===== config.mk =====
export PLATFORM = sky130hd
export DESIGN_NAME = rctr_regs
export DESIGN_NICKNAME = d
export VERILOG_FILES = /design/src/verilog/rctr_pkg.sv /design/src/verilog/rctr_regs.sv
export SDC_FILE = /design/constraint.sdc
export NUM_CORES = 1
export LEC_CHECK = 0
export ABC_AREA = 1
export BUFFER_PORTS_ARGS = -buffer_cell sky130_fd_sc_hd__buf_2
export CORE_MARGIN = 10
export CORE_UTILIZATION = 30
export CTS_BUF_LIST = sky130_fd_sc_hd__clkbuf_16
export CTS_CLUSTER_DIAMETER = 40
export DETAILED_ROUTE_END_ITERATION = 8
export GPL_TIMING_DRIVEN = 0
export HOLD_SLACK_MARGIN = 0.03
export PLACE_DENSITY = 0.59
export SYNTH_ARGS = -nofsm -noshare
export SYNTH_HDL_FRONTEND = slang
export SYNTH_SLANG_ARGS = --single-unit
export TNS_END_PERCENT = 10

===== constraint.sdc =====
create_clock -name clock -period 1.65 [get_ports clock]
set_clock_uncertainty 0.05 [all_clocks]
set_input_delay 0.33 -clock clock [delete_from_list [all_inputs] [get_ports clock]]
set_output_delay 0.33 -clock clock [all_outputs]
set_load 0.01 [all_outputs]

===== src/verilog/rctr_pkg.sv =====
package rctr_pkg;

    // ------------------------------------------------------------
    // register offsets
    // ------------------------------------------------------------
    localparam logic [7:0] ADDR_TOL_TAP1 = 8'h35;
    localparam logic [7:0] ADDR_EYE_REF = 8'h36;
    localparam logic [7:0] ADDR_LEQ_STAT = 8'h37;
    localparam logic [7:0] ADDR_FEQ_STAT = 8'h38;
    localparam logic [7:0] ADDR_ERR_LO = 8'h3B;
    localparam logic [7:0] ADDR_ERR_HI = 8'h3C;
    localparam logic [7:0] ADDR_IRQ_STAT = 8'hF0;
    localparam logic [7:0] ADDR_IRQ_MASK = 8'hF1;

    // ------------------------------------------------------------
    // field positions
    // ------------------------------------------------------------
    localparam int TOL_SCALE_LSB = 6;
    localparam int SNAP_BIT = 5;
    localparam int TAP1_LSB = 0;
    localparam int EYE_IRQ_EN_BIT = 6;
    localparam int REF_MODE_LSB = 4;
    localparam int RNG_OV_BIT = 2;
    localparam int RNG_LSB = 0;
    localparam int IRQ_SNAP_BIT = 0;
    localparam int IRQ_EYE_BIT = 1;

    // ------------------------------------------------------------
    // reset values
    // ------------------------------------------------------------
    localparam logic [7:0] RST_TOL_TAP1 = 8'h1F;
    localparam logic [7:0] RST_EYE_REF = 8'h31;
    localparam logic [7:0] RST_STATUS = 8'h00;
    localparam logic [1:0] RST_IRQ = 2'h0;

    // lock_tolerance_and_tap1_limit writable bits (snapshot bit handled separately)
    localparam logic [7:0] MASK_TOL_TAP1 = 8'hDF;
    // eye_irq_and_lock_reference_control reserved bits 7 and 3 read as zero
    localparam logic [7:0] MASK_EYE_REF = 8'h77;

    typedef enum logic [1:0] {
        RCTR_REF_FREE_FULL,
        RCTR_REF_FREE_NARROW,
        RCTR_REF_CLK_NARROW,
        RCTR_REF_CLK_FAST
    } rctr_ref_mode_t;

    typedef struct packed {
        logic [7:0] addr;
        logic [7:0] wdata;
        logic wr;
        logic rd;
    } rctr_bus_req_t;

    typedef struct packed {
        logic [8:0] tol_scaled;
        logic [4:0] tap1_limit;
        logic eye_irq_enable;
        rctr_ref_mode_t ref_mode;
        logic range_override;
        logic [4:0] stop_value;
    } rctr_cfg_t;

endpackage


===== src/verilog/rctr_regs.sv =====
// How it works
// RULE1: scale code widens the tolerance from 0x64
// RULE2: snapshot bit captures error, then self-clears
// RULE3: error result updates continuously without trigger
// RULE4: tap1 limit field, resets all ones
// RULE5: eye-opening interrupt only when enabled
// RULE6: reference mode selects lock method, resets 11
// RULE7: override bit picks register range over default
// RULE8: stop equals start minus field plus one
// RULE9: equalizer status bytes read-only, reset zero
// RULE10: software writes reserved bits as zero
//
// The address-and-strobe port is this design's own decision.
`timescale 1ns/10ps
`default_nettype none

module rctr_regs #(
    parameter int ERR_W = 16,
    parameter logic [4:0] DEFAULT_RANGE = 5'h02
) (
    input wire logic clock,
    input wire logic srst,
    input wire rctr_pkg::rctr_bus_req_t bus,
    output logic [7:0] rdata,
    input wire logic [7:0] tol_base,
    input wire logic [4:0] range_start,
    input wire logic [ERR_W-1:0] ppm_count,
    input wire logic eye_fail,
    input wire logic [7:0] leq_status,
    input wire logic [7:0] feq_status,
    output rctr_pkg::rctr_cfg_t cfg,
    output logic irq
);

    // ------------------------------------------------------------
    // state
    // ------------------------------------------------------------
    typedef struct packed {
        logic [7:0] tol_tap1;
        logic [7:0] eye_ref;
        logic snap_pend;
        logic [ERR_W-1:0] err;
        logic [7:0] leq;
        logic [7:0] feq;
        logic [1:0] irq_stat;
        logic [1:0] irq_mask;
        logic [7:0] rdata;
        rctr_pkg::rctr_cfg_t cfg;
        logic irq;
    } rctr_state_t;

    rctr_state_t s_q;
    rctr_state_t s_d;

    logic [8:0] tol_calc;
    logic [4:0] stop_calc;
    logic [1:0] scale;
    logic [1:0] rng;
    logic [1:0] ev;
    logic [1:0] stat_next;

    // ------------------------------------------------------------
    // next state
    // ------------------------------------------------------------
    always_comb begin
        s_d = s_q;
        scale = s_q.tol_tap1[rctr_pkg::TOL_SCALE_LSB +: 2];
        rng = s_q.eye_ref[rctr_pkg::RNG_LSB +: 2];
        // RULE1: tolerance scaling
        unique case (scale)
            2'h0: tol_calc = {1'b0, tol_base};
            2'h1: tol_calc = {1'b0, tol_base} + {6'h00, tol_base[3:1]};
            2'h2: tol_calc = {tol_base, 1'b0};
            2'h3: tol_calc = {tol_base, 1'b0} + {6'h00, tol_base[3:1]};
        endcase
        // RULE8: stop value below start
        stop_calc = range_start - ({3'h0, rng} + 5'h01);

        ev = 2'h0;
        // RULE3: continuous update
        if (!s_q.snap_pend) begin
            s_d.err = ppm_count;
        end
        // RULE2: capture then self-clear
        if (s_q.snap_pend) begin
            s_d.err = ppm_count;
            s_d.snap_pend = 1'b0;
            ev[rctr_pkg::IRQ_SNAP_BIT] = 1'b1;
        end
        // RULE5: eye event gated by enable
        ev[rctr_pkg::IRQ_EYE_BIT] = eye_fail & s_q.eye_ref[rctr_pkg::EYE_IRQ_EN_BIT];

        // RULE9: status mirrors, no write path
        s_d.leq = leq_status;
        s_d.feq = feq_status;

        stat_next = s_q.irq_stat;
        if (bus.wr) begin
            unique case (bus.addr)
                rctr_pkg::ADDR_TOL_TAP1: begin
                    // RULE4: tap1 limit writable
                    s_d.tol_tap1 = bus.wdata & rctr_pkg::MASK_TOL_TAP1;
                    if (bus.wdata[rctr_pkg::SNAP_BIT]) begin
                        s_d.snap_pend = 1'b1;
                    end
                end
                // RULE10: reserved bits dropped
                rctr_pkg::ADDR_EYE_REF: s_d.eye_ref = bus.wdata & rctr_pkg::MASK_EYE_REF;
                rctr_pkg::ADDR_IRQ_STAT: stat_next = s_q.irq_stat & ~bus.wdata[1:0];
                rctr_pkg::ADDR_IRQ_MASK: s_d.irq_mask = bus.wdata[1:0];
                default: ;
            endcase
        end
        // set wins over clear
        s_d.irq_stat = stat_next | ev;

        s_d.rdata = 8'h00;
        if (bus.rd) begin
            unique case (bus.addr)
                rctr_pkg::ADDR_TOL_TAP1:
                    s_d.rdata = s_q.tol_tap1 | {2'h0, s_q.snap_pend, 5'h00};
                rctr_pkg::ADDR_EYE_REF: s_d.rdata = s_q.eye_ref;
                rctr_pkg::ADDR_LEQ_STAT: s_d.rdata = s_q.leq;
                rctr_pkg::ADDR_FEQ_STAT: s_d.rdata = s_q.feq;
                rctr_pkg::ADDR_ERR_LO: s_d.rdata = s_q.err[7:0];
                rctr_pkg::ADDR_ERR_HI: s_d.rdata = s_q.err[15:8];
                rctr_pkg::ADDR_IRQ_STAT: s_d.rdata = {6'h00, s_q.irq_stat};
                rctr_pkg::ADDR_IRQ_MASK: s_d.rdata = {6'h00, s_q.irq_mask};
                default: s_d.rdata = 8'h00;
            endcase
        end

        s_d.cfg.tol_scaled = tol_calc;
        s_d.cfg.tap1_limit = s_q.tol_tap1[rctr_pkg::TAP1_LSB +: 5];
        s_d.cfg.eye_irq_enable = s_q.eye_ref[rctr_pkg::EYE_IRQ_EN_BIT];
        // RULE6: lock method select
        s_d.cfg.ref_mode = rctr_pkg::rctr_ref_mode_t'(s_q.eye_ref[rctr_pkg::REF_MODE_LSB +: 2]);
        s_d.cfg.range_override = s_q.eye_ref[rctr_pkg::RNG_OV_BIT];
        // RULE7: override selects range source
        s_d.cfg.stop_value = s_q.eye_ref[rctr_pkg::RNG_OV_BIT] ? stop_calc
                                                                : range_start - DEFAULT_RANGE;
        s_d.irq = |(s_q.irq_stat & s_q.irq_mask);
    end

    // ------------------------------------------------------------
    // registers
    // ------------------------------------------------------------
    always_ff @(posedge clock) begin
        if (srst) begin
            s_q <= '0;
            s_q.tol_tap1 <= rctr_pkg::RST_TOL_TAP1;
            s_q.eye_ref <= rctr_pkg::RST_EYE_REF;
            s_q.leq <= rctr_pkg::RST_STATUS;
            s_q.feq <= rctr_pkg::RST_STATUS;
            s_q.irq_stat <= rctr_pkg::RST_IRQ;
            s_q.irq_mask <= rctr_pkg::RST_IRQ;
            s_q.cfg.tap1_limit <= rctr_pkg::RST_TOL_TAP1[rctr_pkg::TAP1_LSB +: 5];
            s_q.cfg.ref_mode <= rctr_pkg::RCTR_REF_CLK_FAST;
        end else begin
            s_q <= s_d;
        end
    end

    assign rdata = s_q.rdata;
    assign cfg = s_q.cfg;
    assign irq = s_q.irq;

    // ------------------------------------------------------------
    // checks
    // ------------------------------------------------------------
    property p_snap_clears;
        @(posedge clock) disable iff (srst)
        (bus.wr && bus.addr == rctr_pkg::ADDR_TOL_TAP1 && bus.wdata[5]) |=> s_q.snap_pend ##1 !s_q.snap_pend;
    endproperty
    a_snap_clears: assert property (p_snap_clears) else $error("snapshot bit did not clear"); // RULE2

    // release edge left out: the result is still being cleared there
    property p_err_follows;
        @(posedge clock) disable iff (srst)
        !srst |=> s_q.err == $past(ppm_count);
    endproperty
    a_err_follows: assert property (p_err_follows) else $error("error result not updated"); // RULE3

    property p_tap1;
        @(posedge clock) disable iff (srst)
        (bus.wr && bus.addr == rctr_pkg::ADDR_TOL_TAP1) |=> ##1 cfg.tap1_limit == $past(bus.wdata[4:0], 2);
    endproperty
    a_tap1: assert property (p_tap1) else $error("tap1 limit not applied"); // RULE4

    property p_eye_gate;
        @(posedge clock) disable iff (srst)
        (eye_fail && !s_q.eye_ref[6] && !s_q.irq_stat[1]) |=> !s_q.irq_stat[1];
    endproperty
    a_eye_gate: assert property (p_eye_gate) else $error("eye event while disabled"); // RULE5

    property p_eye_set;
        @(posedge clock) disable iff (srst)
        (eye_fail && s_q.eye_ref[6]) |=> s_q.irq_stat[1];
    endproperty
    a_eye_set: assert property (p_eye_set) else $error("eye event lost"); // RULE5

    property p_range;
        @(posedge clock) disable iff (srst)
        s_q.eye_ref[2] |=> cfg.stop_value == $past(range_start) - {3'h0, $past(s_q.eye_ref[1:0])} - 5'h01;
    endproperty
    a_range: assert property (p_range) else $error("stop value wrong"); // RULE8

    property p_status_ro;
        @(posedge clock) disable iff (srst)
        (bus.wr && bus.addr == rctr_pkg::ADDR_LEQ_STAT) |=> s_q.leq == $past(leq_status);
    endproperty
    a_status_ro: assert property (p_status_ro) else $error("status written"); // RULE9

    property p_scale;
        @(posedge clock) disable iff (srst)
        (s_q.tol_tap1[7:6] == 2'h2) |=> cfg.tol_scaled == {$past(tol_base), 1'b0};
    endproperty
    a_scale: assert property (p_scale) else $error("tolerance scale wrong"); // RULE1

    property p_tol_plain;
        @(posedge clock) disable iff (srst)
        (!srst && s_q.tol_tap1[7:6] == 2'h0) |=> cfg.tol_scaled == {1'b0, $past(tol_base)};
    endproperty
    a_tol_plain: assert property (p_tol_plain) else $error("unscaled tolerance wrong"); // RULE1

    property p_tol_plus;
        @(posedge clock) disable iff (srst)
        (!srst && s_q.tol_tap1[7:6] == 2'h1)
            |=> cfg.tol_scaled == {1'b0, $past(tol_base)} + {6'h00, $past(tol_base[3:1])};
    endproperty
    a_tol_plus: assert property (p_tol_plus) else $error("tolerance plus part wrong"); // RULE1

    property p_tol_both;
        @(posedge clock) disable iff (srst)
        (!srst && s_q.tol_tap1[7:6] == 2'h3)
            |=> cfg.tol_scaled == {$past(tol_base), 1'b0} + {6'h00, $past(tol_base[3:1])};
    endproperty
    a_tol_both: assert property (p_tol_both) else $error("doubled tolerance plus part wrong"); // RULE1

    property p_snap_done;
        @(posedge clock) disable iff (srst)
        s_q.snap_pend |=> s_q.irq_stat[0];
    endproperty
    a_snap_done: assert property (p_snap_done) else $error("snapshot done not flagged"); // RULE2

    property p_snap_once;
        @(posedge clock) disable iff (srst)
        (s_q.snap_pend && !(bus.wr && bus.addr == rctr_pkg::ADDR_TOL_TAP1 && bus.wdata[5]))
            |=> !s_q.snap_pend;
    endproperty
    a_snap_once: assert property (p_snap_once) else $error("snapshot pending too long"); // RULE2

    property p_snap_rd;
        @(posedge clock) disable iff (srst)
        (s_q.snap_pend && bus.rd && bus.addr == rctr_pkg::ADDR_TOL_TAP1) |=> rdata[5];
    endproperty
    a_snap_rd: assert property (p_snap_rd) else $error("pending snapshot not visible"); // RULE2

    property p_err_rd;
        @(posedge clock) disable iff (srst)
        (bus.rd && bus.addr == rctr_pkg::ADDR_ERR_HI) |=> rdata == $past(s_q.err[15:8]);
    endproperty
    a_err_rd: assert property (p_err_rd) else $error("error high byte read wrong"); // RULE2

    // ------------------------------------------------------------
    // reset checks
    // ------------------------------------------------------------

    property p_tap1_rst;
        @(posedge clock)
        srst |=> s_q.tol_tap1 == rctr_pkg::RST_TOL_TAP1;
    endproperty
    a_tap1_rst: assert property (p_tap1_rst) else $error("tap1 limit reset wrong"); // RULE4

    property p_ref_rst;
        @(posedge clock)
        srst |=> s_q.eye_ref == rctr_pkg::RST_EYE_REF;
    endproperty
    a_ref_rst: assert property (p_ref_rst) else $error("reference mode reset wrong"); // RULE6

    property p_stat_rst;
        @(posedge clock)
        srst |=> s_q.leq == rctr_pkg::RST_STATUS && s_q.feq == rctr_pkg::RST_STATUS;
    endproperty
    a_stat_rst: assert property (p_stat_rst) else $error("status reset wrong"); // RULE9

    // ------------------------------------------------------------
    // config and read-back checks
    // ------------------------------------------------------------

    property p_tap1_cfg;
        @(posedge clock) disable iff (srst)
        !srst |=> cfg.tap1_limit == $past(s_q.tol_tap1[4:0]);
    endproperty
    a_tap1_cfg: assert property (p_tap1_cfg) else $error("tap1 limit output wrong"); // RULE4

    property p_eye_cfg;
        @(posedge clock) disable iff (srst)
        !srst |=> cfg.eye_irq_enable == $past(s_q.eye_ref[6]);
    endproperty
    a_eye_cfg: assert property (p_eye_cfg) else $error("eye enable output wrong"); // RULE5

    property p_irq_pin;
        @(posedge clock) disable iff (srst)
        !srst |=> irq == $past(|(s_q.irq_stat & s_q.irq_mask));
    endproperty
    a_irq_pin: assert property (p_irq_pin) else $error("interrupt pin wrong"); // RULE5

    property p_ref_cfg;
        @(posedge clock) disable iff (srst)
        !srst |=> cfg.ref_mode == $past(s_q.eye_ref[5:4]);
    endproperty
    a_ref_cfg: assert property (p_ref_cfg) else $error("reference mode output wrong"); // RULE6

    property p_ov_cfg;
        @(posedge clock) disable iff (srst)
        !srst |=> cfg.range_override == $past(s_q.eye_ref[2]);
    endproperty
    a_ov_cfg: assert property (p_ov_cfg) else $error("override output wrong"); // RULE7

    // field ignored while the override is off
    property p_ov_off;
        @(posedge clock) disable iff (srst)
        (!srst && !s_q.eye_ref[2]) |=> cfg.stop_value == $past(range_start) - DEFAULT_RANGE;
    endproperty
    a_ov_off: assert property (p_ov_off) else $error("default range not used"); // RULE7

    property p_feq_ro;
        @(posedge clock) disable iff (srst)
        (bus.wr && bus.addr == rctr_pkg::ADDR_FEQ_STAT) |=> s_q.feq == $past(feq_status);
    endproperty
    a_feq_ro: assert property (p_feq_ro) else $error("feedback status written"); // RULE9

    property p_leq_rd;
        @(posedge clock) disable iff (srst)
        (bus.rd && bus.addr == rctr_pkg::ADDR_LEQ_STAT) |=> rdata == $past(s_q.leq);
    endproperty
    a_leq_rd: assert property (p_leq_rd) else $error("linear status read wrong"); // RULE9

    c_snap: cover property (@(posedge clock) s_q.snap_pend);
    c_eye: cover property (@(posedge clock) s_q.irq_stat[1]);
    c_tol: cover property (@(posedge clock) s_q.tol_tap1[7:6] == 2'h3);
    c_irq: cover property (@(posedge clock) irq);
    c_ov: cover property (@(posedge clock) cfg.range_override);

endmodule

`default_nettype wire


Word level (Yosys, flattened, before mapping). Cells that the tools add are included. Widths: inputs -> output; s select.

RAM bits: 0. Memories: 0. Bits in latches: 0. Logic and storage cells: 55. Bits in read-only memories: 0. Output and inout port bits: 32. Bits in registers: 82.

Multiply operators: 0. Reduce and logical (&&, ||, !) cells: 7. Shifts and indexed selects: 0. Add/subtract/negate cells: 5. Mux-type cells: 7. Bitwise logic cells: 9. Divide/modulo/power cells: 0. $lt $le $gt $ge: 0. Equality and inequality tests: 11.

Operators by type and width (count): $pmux 8 s8 (1); $eq 8x6->1 const B (6); $pmux 9 s4 (1); $eq 8x8->1 const B (2); $add 8x3->9 (1); $add 9x3->9 (1); $or 8x6->8 (1); $reduce_and 2->1 (3); $mux 5 (1); $sub 5x2->5 const B (1); $sub 5x3->5 (1); $and 2x2->2 (2); $eq 2x2->1 const B (2); $mux 2 (2); $reduce_or 2->1 (2); $add 2x1->3 const B (1); $not 1->1 (3); $reduce_or 3->1 (1); $eq 2x1->1 const B (1); $logic_not 2->1 (1); $mux 1 (2); $not 2->2 (1); $or 2x2->2 (1); $and 1x1->1 (1).

Logic depth before layout (Yosys ltp). Gate-level depths: netlist of run 1.

Depth in word-level cells: 5. Depth in mapped cells: 11. Depth with buffers taken out: 11.

Worst setup path before layout of run 1. No wires, ideal clock.

Kind: input -> register. Start: in tol_base[0]. End: reg, netlist name cfg[20]. Data arrival time: 1.374 ns. Setup slack: 0.094 ns. Buffers on the path: 0. Cell stages on the path: 11. Cells stage by stage: ha_1 > inv_1 > fa_1 > inv_1 > nand2_1 > nand2_1 > nand2_1 > inv_1 > nand3_1 > nand3_1 > a21oi_1.

Cells in the longest elaborated chain, start to end: 2. Elaborated cells on any way between the ends: 3. Those cells by class: add/sub: 2; mux: 1.

RTL lines: start: declaration (line rctr_regs.sv:25) `input wire logic [7:0] tol_base,`; $add 9x3->9 / $add 8x3->9 (equally long branches) (line rctr_regs.sv:74, rctr_regs.sv:72); $pmux 9 s4 * (line rctr_regs.sv:70) `unique case (scale)`.

Every way passes the cells marked *; elsewhere a longest branch is shown, timed or not. A chain may end at the register's enable or synchronous reset.

Final worst setup path of run 1.
Start: reg s_q (netlist bit rng[0]). End: reg, netlist name cfg[4].

Cells in the longest elaborated chain, start to end: 3.

RTL lines: start: declaration (line rctr_regs.sv:52) `rctr_state_t s_q;`; $add 2x1->3 (line rctr_regs.sv:77) `stop_calc = range_start - ({3'h0, rng} + 5'h01);`; $sub 5x3->5 (line rctr_regs.sv:77); $mux 5 (line rctr_regs.sv:140) `s_d.cfg.stop_value = s_q.eye_ref[rctr_pkg::RNG_OV_BIT] ? stop_calc`.

Every way passes these cells.

==> results of run 1 <==
[Yosys cell counts, drive strengths merged]
cell,n
and3,1
clkinv,2
nor2,73
o21ai,26
clkbuf,7
nand3,75
nand2,92
nand4,1
dfxtp,82
a21oi,30
buf,40
a22oi,1
a221oi,1
xnor2,1
a31oi,2
inv,83
ha,9
fa,3
nor3,8
o311ai,1
nand3b,1
o211ai,3
or2,3
[per-layer routing]
metal / vias to the layer above / GRT usage, % / routed length (um)
li1: 1900 / - / -
met1: 1549 / 14.1 / 4950
met2: 97 / 20.2 / 5020
met3: 16 / 3.78 / 579
met4: 0 / 3.59 / 151
met5: - / 0 / 0
[worst max-delay path: stages (launching register included)]
cell	delay [ns]
sky130_fd_sc_hd__dfxtp_1	0.32
sky130_fd_sc_hd__inv_1	0.07
sky130_fd_sc_hd__ha_1	0.21
sky130_fd_sc_hd__fa_2	0.38
sky130_fd_sc_hd__o21ai_2	0.17
sky130_fd_sc_hd__and3_1	0.16
sky130_fd_sc_hd__nor3_1	0.05
[layout make-up]
class | count | area [um2]
Sequential cell | 82 | 1640
Buffer | 47 | 330
Clock buffer | 9 | 225
Multi-Input combinational cell | 331 | 1710
Fill cell | 1420 | 8150
Inverter | 85 | 323
Timing Repair Buffer | 96 | 483
Clock inverter | 7 | 51.3
Tap cell | 176 | 220
[worst paths after layout]
check                                    from       to  slack (ns)  cells after the start
worst max register to register         rng[0]   cfg[4]        0.11                      6
worst min-delay path            feq_status[7]  s_q[43]        0.14                      3
worst max-delay path                   rng[0]   cfg[4]        0.11                      6
worst min register to register         s_d[7]   cfg[6]        0.38                      2
[stage by stage]
step / setup slack (ns) / power, W / instance area (um2) / utilization (%)
2_1_floorplan: 0.0938 / 0.00234 / 3990 / -
3_3_place_gp: -0.302 / 0.00252 / 4690 / 35.7
3_5_place_dp: -0.332 / 0.00253 / 4690 / 35.7
4_1_cts: 0.0123 / 0.00440 / 4970 / 37.8
5_1_grt: -0.000734 / 0.00455 / 4980 / 37.9
6_report: 0.108 / 0.00434 / 4980 / 37.9
[power groups by stage]
stage          Combinational (W)  Clock [W]  Sequential [W]
6_report                0.000430    0.00185         0.00206
5_1_grt                 0.000492    0.00200         0.00206
4_1_cts                 0.000431    0.00191         0.00206
3_5_place_dp            0.000428          0         0.00210
3_3_place_gp            0.000420          0         0.00210
2_1_floorplan           0.000247          0         0.00210
[state kept, by name, indices dropped and copies added (netlist names)]
| name | count |
|---|---|
| rdata | 8 |
| s_q | 39 |
| irq | 1 |
| cfg | 23 |
| s_d | 9 |
| rng | 2 |
[kinds of logic (layout without fill, tap and decap cells)]
group | count (synthesis) | count (layout) | synth area share [%]
buf+inv | 132 | 244 | 16.3
xor+xnor | 1 | 1 | 0.220
simple gates | 254 | 254 | 29.5
flops | 82 | 82 | 41.2
fa+ha+maj | 12 | 12 | 4.33
compound gates | 64 | 64 | 8.53
[timing repair]
item / CTS / global route
endpoints found under the setup margin: 1 / 6
pin swaps: 0 / 1
buffers inserted: 0 / 0
resized for setup: 2 / 6
==> results.py, run 1 <==
metrics = {
    "placement": {
        "post-place-cells": 817,
        "final_weighted_congestion_of_routability_driven_global_placement": 0.836,
        "io_buffers": 96,
        "hpwlAfterDp_um": 8740,
    },
    "floorplanning": {
        "row_count": 42,
        "initial_utilization_pct": 30.4,
        "fp.dieH_um": 135,
        "placeableCoreArea_um2": 13100,
        "die-width_um": 135,
        "die_area_um2": 18300,
        "io_pins": 98,
    },
    "pwr": {
        "power_switching_share_pct": 25.1,
        "static-leakage-power_nw": 2.59,
        "combPwrFrac_pct": 9.9,
        "vdd_drop_max_mv": 0.593,
        "seq_power_share_pct": 47.4,
        "p_switching_w": 0.00109,
        "power.clock.fraction_pct": 42.7,
        "power.density_nw_per_um2": 870,
        "power.internal_w": 0.00325,
    },
    "layout": {
        "most_used_cells_in_the_layout_excluding_fill_and_tap_cells": "sky130_fd_sc_hd__buf_2, sky130_fd_sc_hd__nand2_1, sky130_fd_sc_hd__dfxtp_1",
        "area_delta_synth_final_pct": 25.0,
        "diode_insertion_count_for_antenna_repair": 0,
        "final_cell_count_no_fill": 833,
        "finish.net_count": 730,
        "most_common_cell_after_layout_fill_and_taps_aside": "sky130_fd_sc_hd__buf_2",
        "drive_above_1_share_pct": 26.8,
    },
    "logic_synthesis": {
        "yosys.cell_types.count": 35,
        "syn_area_um2": 3990,
        "yosys_warnings": 0,
        "synth_top_cell_area_share_pct": 41.2,
        "synth-seq-cells": 82,
        "synth_fp_nets": 623,
        "synth_area_per_cell_um2": 7.32,
        "synthDominantAreaCellType": "sky130_fd_sc_hd__dfxtp_1",
        "netlist_top_cells_area": "sky130_fd_sc_hd__dfxtp_1, sky130_fd_sc_hd__nand3_1, sky130_fd_sc_hd__nand2_1, sky130_fd_sc_hd__inv_1, sky130_fd_sc_hd__nor2_1",
        "yosysSeqAreaShare_pct": 41.2,
        "netlist_instances": 545,
    },
    "setup_path": {
        "timing.critical_path.fanout_max": 2,
        "timing.setup.critical_path_class": "reg -> reg",
        "critical_path.endpoint_type": "flip-flop",
        "worst_setup_path_start_kind": "flip-flop",
        "worst-endpoint-arrival_ns": 1.69,
        "critPathRequiredTime_ns": 1.80,
    },
    "timing": {
        "final_hold_viols": 0,
        "timing.setup.tns_ns": 0,
        "clock.fmax_ghz": 0.648,
        "fin_hold_ws_ns": 0.144,
        "setup_viol": 0,
        "min_period_ns": 1.54,
        "tightest_slew_ns": 0.660,
        "max-slew-margin-rel_pct": 56.0,
        "drv_slew": 0,
        "timing.final.crit_share_pct": 93.5,
    },
    "clock_network": {
        "cts-root-to-sink-buffers": 2,
        "cts.reportedPaths.clkPinSlew_ns": 0.06,
        "hold_buf_count_cts": 0,
        "cts_inserted_buffers": 9,
        "root_buffer": "sky130_fd_sc_hd__clkbuf_16",
        "cts.htree.levels": 3,
        "clock_insertion_delay_worst_skew_ns": 0.33,
        "clkSinkCount": 82,
        "tritoncts": "done",
    },
    "routing": {
        "remaining_drc_errors": 0,
        "routed-via-count": 3562,
        "dr.pass1.iters": 4,
        "wl_per_cell_um": 12.8,
        "drt-initial-drc-count": 184,
        "drt-total-wl_um": 10700,
        "via_density": 4.28,
        "drtAntennaViolNets": 0,
    },
    "run_status": {
        "run_status": "finished clean",
    },
    "grt": {
        "number_of_antenna_violations_at_the_first_check_in_global_routing": 0,
        "grt_remaining_overflow": 0,
        "grt_use_total_pct": 11.9,
        "via_count_of_the_first_global_routing_pass": 3765,
        "grt_pass1_wl_um": 17700,
        "grt_max_degree": 16,
    },
    "worst_hold_path": {
        "hold_class": "in -> reg",
    },
    "run": {
        "maxCapViolations": 0,
    },
}
(Power assumes the default switching activity.)
==> run 2, diff against run 1 <==
--- a/config.mk
+++ b/config.mk
@@ -15,6 +15,7 @@
 export GPL_TIMING_DRIVEN = 0
 export HOLD_SLACK_MARGIN = 0.03
 export PLACE_DENSITY = 0.59
+export REMOVE_ABC_BUFFERS = 1
 export SYNTH_ARGS = -nofsm -noshare
 export SYNTH_HDL_FRONTEND = slang
 export SYNTH_SLANG_ARGS = --single-unit
==> run 2 against run 1 <==
  * Sequential power is essentially flat
  * Sequential share of layout area grew 1.7 points
  * Combinational power shrank 8.1%
  * Cell area shrank 4.7%
  * Clock power grew 8%
  * Routed wire length shrank 2.6%
  * Core utilization shrank 1.8 points
  * Non-clock buffer count shrank 42
==> results.py, run 2 (same netlist as run 1, synthesis figures left out) <==
metrics = {
    "pwr": {
        "combPwrFrac_pct": 8.9,
        "static-leakage-power_nw": 2.43,
        "totalPowerFinal_w": 0.00445,
        "power_switching_share_pct": 24.3,
        "power.internal_w": 0.00337,
        "seq_power_share_pct": 46.2,
        "power.clock.fraction_pct": 44.9,
        "p_switching_w": 0.00108,
        "power.density_nw_per_um2": 937,
        "vdd_drop_max_mv": 0.547,
    },
    "setup_path": {
        "critPathRequiredTime_ns": 1.81,
        "worst_setup_path_start_kind": "flip-flop",
        "critical_path.endpoint_type": "flip-flop",
        "timing.setup.critical_path_class": "reg -> reg",
        "worst_path_max_delay_cell": "sky130_fd_sc_hd__fa_1",
        "timing.critical_path.slowest_cell_delay_ns": 0.43,
        "regToRegSetupSlack_ns": 0.08,
        "timing.critical_path.fanout_max": 2,
        "path_cells": "inv_1, ha_1, fa_1, o21ai_2, and3_1, nor3_1",
        "worst-endpoint-arrival_ns": 1.73,
    },
    "run_status": {
        "run_status": "finished clean",
    },
    "routing": {
        "drt-total-wl_um": 10400,
        "remaining_drc_errors": 0,
        "via_density": 4.37,
        "drtAntennaViolNets": 0,
        "routed-via-count": 3465,
        "wl_per_cell_um": 13.1,
        "drt-initial-drc-count": 215,
        "dr.pass1.iters": 4,
    },
    "floorplanning": {
        "placeableCoreArea_um2": 13100,
        "die-width_um": 135,
        "io_pins": 98,
        "die_area_um2": 18300,
        "row_count": 42,
        "initial_utilization_pct": 30.4,
        "fp.dieH_um": 135,
    },
    "layout": {
        "largest_register": "s_q",
        "most_common_cell_after_layout_fill_and_taps_aside": "sky130_fd_sc_hd__buf_2",
        "ff_latch_area_um2": 1640,
        "area_delta_synth_final_pct": 19.1,
        "multi_input_combinational_cell_area_um2": 1720,
        "largest_register_ffs": 39,
        "finish.net_count": 690,
        "diode_insertion_count_for_antenna_repair": 0,
        "drive_above_1_share_pct": 23.2,
        "most_used_cells_in_the_layout_excluding_fill_and_tap_cells": "sky130_fd_sc_hd__buf_2, sky130_fd_sc_hd__nand2_1, sky130_fd_sc_hd__inv_1",
        "fillCellCount": 1407,
    },
    "grt": {
        "via_count_of_the_first_global_routing_pass": 3537,
        "grt_max_degree": 54,
        "grt_remaining_overflow": 0,
        "grt_pass1_wl_um": 17000,
        "grt_use_total_pct": 11.5,
        "number_of_antenna_violations_at_the_first_check_in_global_routing": 1,
    },
    "timing": {
        "setup_viol": 0,
        "tightest_slew_ns": 0.510,
        "fin_hold_ws_ns": 0.146,
        "timing.setup.tns_ns": 0,
        "min_period_ns": 1.57,
        "timing.final.crit_share_pct": 95.1,
        "clock.fmax_ghz": 0.637,
        "rsz0062_at_grt": "yes",
        "drv_slew": 0,
        "max-slew-margin-rel_pct": 65.8,
        "final_hold_viols": 0,
    },
    "clock_network": {
        "cts.reportedPaths.clkPinSlew_ns": 0.07,
        "cts.htree.levels": 3,
        "root_buffer": "sky130_fd_sc_hd__clkbuf_16",
        "clkSinkCount": 82,
        "cts_inserted_buffers": 9,
        "cts-root-to-sink-buffers": 2,
        "tritoncts": "done",
        "clock_insertion_delay_worst_skew_ns": 0.33,
    },
    "placement": {
        "io_buffers": 97,
        "final_weighted_congestion_of_routability_driven_global_placement": 0.826,
        "hpwlAfterDp_um": 7770,
    },
    "worst_hold_path": {
        "hold_class": "in -> reg",
    },
    "run": {
        "maxCapViolations": 0,
    },
}
==> run 2: through the flow <==
step                worst slack, ns  std cells  utilization [%]  cell area (um2)
global route               -0.00856        793             36.2             4750
CTS                          0.0490        790             35.8             4710
global placement              -1.28        771             33.2             4360
detailed placement           -0.883        772             33.5             4400
finish                       0.0807        793             36.2             4750
floorplan                    -0.545        498                -             3660
==> run 2: power groups by stage <==
stage	clock network (W)	logic, W	registers [W]
5_1_grt	0.00215	0.000452	0.00206
2_1_floorplan	0	0.000184	0.00211
4_1_cts	0.00204	0.000393	0.00206
3_3_place_gp	0	0.000371	0.00210
3_5_place_dp	0	0.000386	0.00210
6_report	0.00200	0.000395	0.00206
==> run 2: area by class of cell <==
cell class | instances | share of cell area (%)
inverter | 85 | 6.82
timing repair buffer | 101 | 11.5
sequential | 82 | 34.6
clock inverter | 7 | 1.48
tap | 176 | 4.64
clock buffer | 9 | 4.74
multi-input combinational | 332 | 36.2
timing repair inverter | 1 | 0.105
==> run 2: final timing paths <==
kind / start / end / depth (start not counted)
worst max-delay path: rng[0] / cfg[4] / 6
worst min register to register: s_d[7] / cfg[6] / 2
worst max register to register: rng[0] / cfg[4] / 6
worst min-delay path: ppm_count[2] / s_q[54] / 3
==> run 2: repair_timing <==
item                                    in CTS  in global routing
gates cloned                                 2                  0
setup buffers                                0                  3
hold buffers                                 0                  0
resized for setup                            4                  6
pin swaps                                    1                  1
endpoints found under the setup margin      32                 15
==> run 2: metal layers <==
metal  routed length (um)  global-route usage [%]  share of wire, %
met1                 4810                    14.1                46
met2                 4820                    18.6                46
met3                  659                    3.82               6.3
met4                  116                    3.41               1.1
met5                    7                       0             0.067
==> run 2: critical path: cells and delay by family, from the launching register on <==
family          cells  cell delay [ns]
fa+ha+maj           2             0.64
buf+inv             1             0.06
flops               1             0.32
simple gates        2             0.21
compound gates      1             0.17
==> run 3, diff against run 2 <==
--- a/config.mk
+++ b/config.mk
@@ -8,14 +8,15 @@
 export ABC_AREA = 1
 export BUFFER_PORTS_ARGS = -buffer_cell sky130_fd_sc_hd__buf_2
 export CORE_MARGIN = 10
-export CORE_UTILIZATION = 30
+export CORE_UTILIZATION = 53
 export CTS_BUF_LIST = sky130_fd_sc_hd__clkbuf_16
 export CTS_CLUSTER_DIAMETER = 40
 export DETAILED_ROUTE_END_ITERATION = 8
 export GPL_TIMING_DRIVEN = 0
 export HOLD_SLACK_MARGIN = 0.03
-export PLACE_DENSITY = 0.59
+export PLACE_DENSITY = 0.88
 export REMOVE_ABC_BUFFERS = 1
+export SKIP_CTS_REPAIR_TIMING = 1
 export SYNTH_ARGS = -nofsm -noshare
 export SYNTH_HDL_FRONTEND = slang
 export SYNTH_SLANG_ARGS = --single-unit
==> constraint.sdc (replaced) <==
create_clock -name clock -period 1.65 [get_ports clock]
set_clock_uncertainty 0.05 [all_clocks]
set_input_delay 0.33 -clock clock [delete_from_list [all_inputs] [get_ports clock]]
set_output_delay 0.33 -clock clock [all_outputs]
set_load 0.1 [all_outputs]
==> run 3 against run 2 <==
  * Hold slack lost 0.010 ns
  * Global-route usage rose by 5.3 points
  * Non-clock buffer count fell by 4
  * Critical path type unchanged
  * Via count rose by 2.3%
  * Register-to-register slack is essentially flat
  * Combinational power grew 32%
  * Routed wire length down 7.6%
  * Core utilization grew 27 points
  * Clock-buffer cell count unchanged
  * Sequential power is essentially flat
  * First-iteration DRC count increased by 22%
  * Clock power down 6%
==> results.py, run 3 (same netlist as run 1, synthesis figures left out) <==
metrics = {
    "routing": {
        "dr.pass1.iters": 5,
        "drt-total-wl_um": 9620,
        "routed-via-count": 3546,
        "remaining_drc_errors": 0,
        "via_density": 4.97,
        "drt-initial-drc-count": 263,
        "wl_per_cell_um": 13.5,
        "drtAntennaViolNets": 0,
    },
    "placement": {
        "final_weighted_congestion_of_routability_driven_global_placement": 0.847,
        "hpwlAfterDp_um": 7090,
        "postPlaceCellArea_um2": 4270,
        "io_buffers": 97,
    },
    "setup_path": {
        "worst_setup_path_start_kind": "flip-flop",
        "critPathRequiredTime_ns": 1.81,
        "worst-endpoint-arrival_ns": 1.73,
        "crit_start": "rng[0]",
        "worst_r2r_startpoint": "rng[0]",
        "critical_path.endpoint_type": "flip-flop",
        "timing.critical_path.fanout_max": 2,
        "timing.setup.critical_path_class": "reg -> reg",
    },
    "pwr": {
        "p_switching_w": 0.00123,
        "power.internal_w": 0.00323,
        "combPwrFrac_pct": 11.7,
        "power.density_nw_per_um2": 969,
        "totalPowerFinal_w": 0.00446,
        "vdd_drop_max_mv": 0.478,
        "seq_power_share_pct": 46.1,
        "power.clock.fraction_pct": 42.1,
        "power_switching_share_pct": 27.5,
        "static-leakage-power_nw": 2.39,
    },
    "layout": {
        "fillCellCount": 704,
        "diode_insertion_count_for_antenna_repair": 0,
        "most_common_cell_after_layout_fill_and_taps_aside": "sky130_fd_sc_hd__buf_2",
        "largest_register": "s_q",
        "postLayoutCellArea_um2": 4600,
        "largest_register_ffs": 39,
        "drive_above_1_share_pct": 23.6,
        "area_delta_synth_final_pct": 15.5,
        "finish.net_count": 687,
        "most_used_cells_in_the_layout_excluding_fill_and_tap_cells": "sky130_fd_sc_hd__buf_2, sky130_fd_sc_hd__nand2_1, sky130_fd_sc_hd__dfxtp_1",
    },
    "grt": {
        "number_of_antenna_violations_at_the_first_check_in_global_routing": 0,
        "via_count_of_the_first_global_routing_pass": 3440,
        "grt_max_degree": 53,
        "grt_pass1_wl_um": 15600,
        "grt_use_total_pct": 16.8,
        "grt_remaining_overflow": 0,
    },
    "timing": {
        "setup_viol": 0,
        "clock.fmax_ghz": 0.636,
        "final_hold_viols": 0,
        "tightest_slew_ns": 0.549,
        "drv_slew": 0,
        "min_period_ns": 1.57,
        "max-slew-margin-rel_pct": 63.3,
        "rsz0062_at_grt": "yes",
        "timing.final.crit_share_pct": 95.2,
    },
    "floorplanning": {
        "io_pins": 98,
        "placeableCoreArea_um2": 7290,
        "row_count": 31,
        "initial_utilization_pct": 54.7,
        "die_area_um2": 11400,
        "fp.dieH_um": 107,
        "die-width_um": 107,
    },
    "clock_network": {
        "cts-root-to-sink-buffers": 2,
        "cts.reportedPaths.clkPinSlew_ns": 0.06,
        "root_buffer": "sky130_fd_sc_hd__clkbuf_16",
        "cts.htree.levels": 3,
        "clkSinkCount": 82,
        "cts_inserted_buffers": 9,
        "clock_insertion_delay_worst_skew_ns": 0.34,
        "tritoncts": "done",
    },
    "worst_hold_path": {
        "hold_class": "in -> reg",
        "worst_hold_startpoint": "feq_status[4]",
    },
    "run": {
        "maxCapViolations": 0,
    },
    "run_status": {
        "run_status": "finished clean",
    },
}
-- run 3: final cells by class --
class	count	area, um2	area share (%)
clock inverters	7	58.8	1.28
flip-flops and latches	82	1640	35.7
repair inverters	1	5.00	0.109
repair buffers	97	490	10.7
multi-input cells	333	1730	37.6
clock buffers	9	225	4.89
inverters	85	327	7.09
well taps	99	124	2.69
-- run 3: worst max-delay path: stages (launching register included) --
cell and delay, ns:
sky130_fd_sc_hd__dfxtp_1 0.34, sky130_fd_sc_hd__inv_1 0.06, sky130_fd_sc_hd__ha_1 0.20, sky130_fd_sc_hd__fa_1 0.42, sky130_fd_sc_hd__o21ai_1 0.16, sky130_fd_sc_hd__and3_1 0.16, sky130_fd_sc_hd__nor3_1 0.04
-- run 3: stage by stage --
stage	std cells	hold WS (ns)	setup TNS [ns]	worst slack [ns]	utilization, %
floorplan	498	0.348	-9.41	-0.545	-
global placement	694	0.368	-26.69	-1.15	58.5
detailed placement	694	0.378	-17.72	-0.695	58.6
CTS	710	0.134	-4.29	-0.351	62.5
global route	713	0.144	-0.0150	-0.0141	63.1
finish	713	0.136	0	0.0785	63.1
-- run 3: routing by layer --
metal	GRT usage (%)	vias up	wire [um]
li1	-	1820	-
met1	19.3	1561	4030
met2	28.4	144	4660
met3	4.37	21	704
met4	7.74	0	225
met5	0	-	0
-- run 3: worst paths after layout --
path	end	slack, ns	cells after the start
max	cfg[4]	0.08	6
max reg2reg	cfg[4]	0.08	6
min reg2reg	cfg[7]	0.39	2
min	s_q[40]	0.14	3
-- run 3: power by group through the flow --
stage	clock network, W	logic (W)	registers (W)
final	0.00188	0.000523	0.00206
after global routing	0.00200	0.000578	0.00206
after CTS	0.00192	0.000513	0.00206
after detailed placement	0	0.000510	0.00210
after global placement	0	0.000495	0.00210
after floorplan	0	0.000184	0.00224
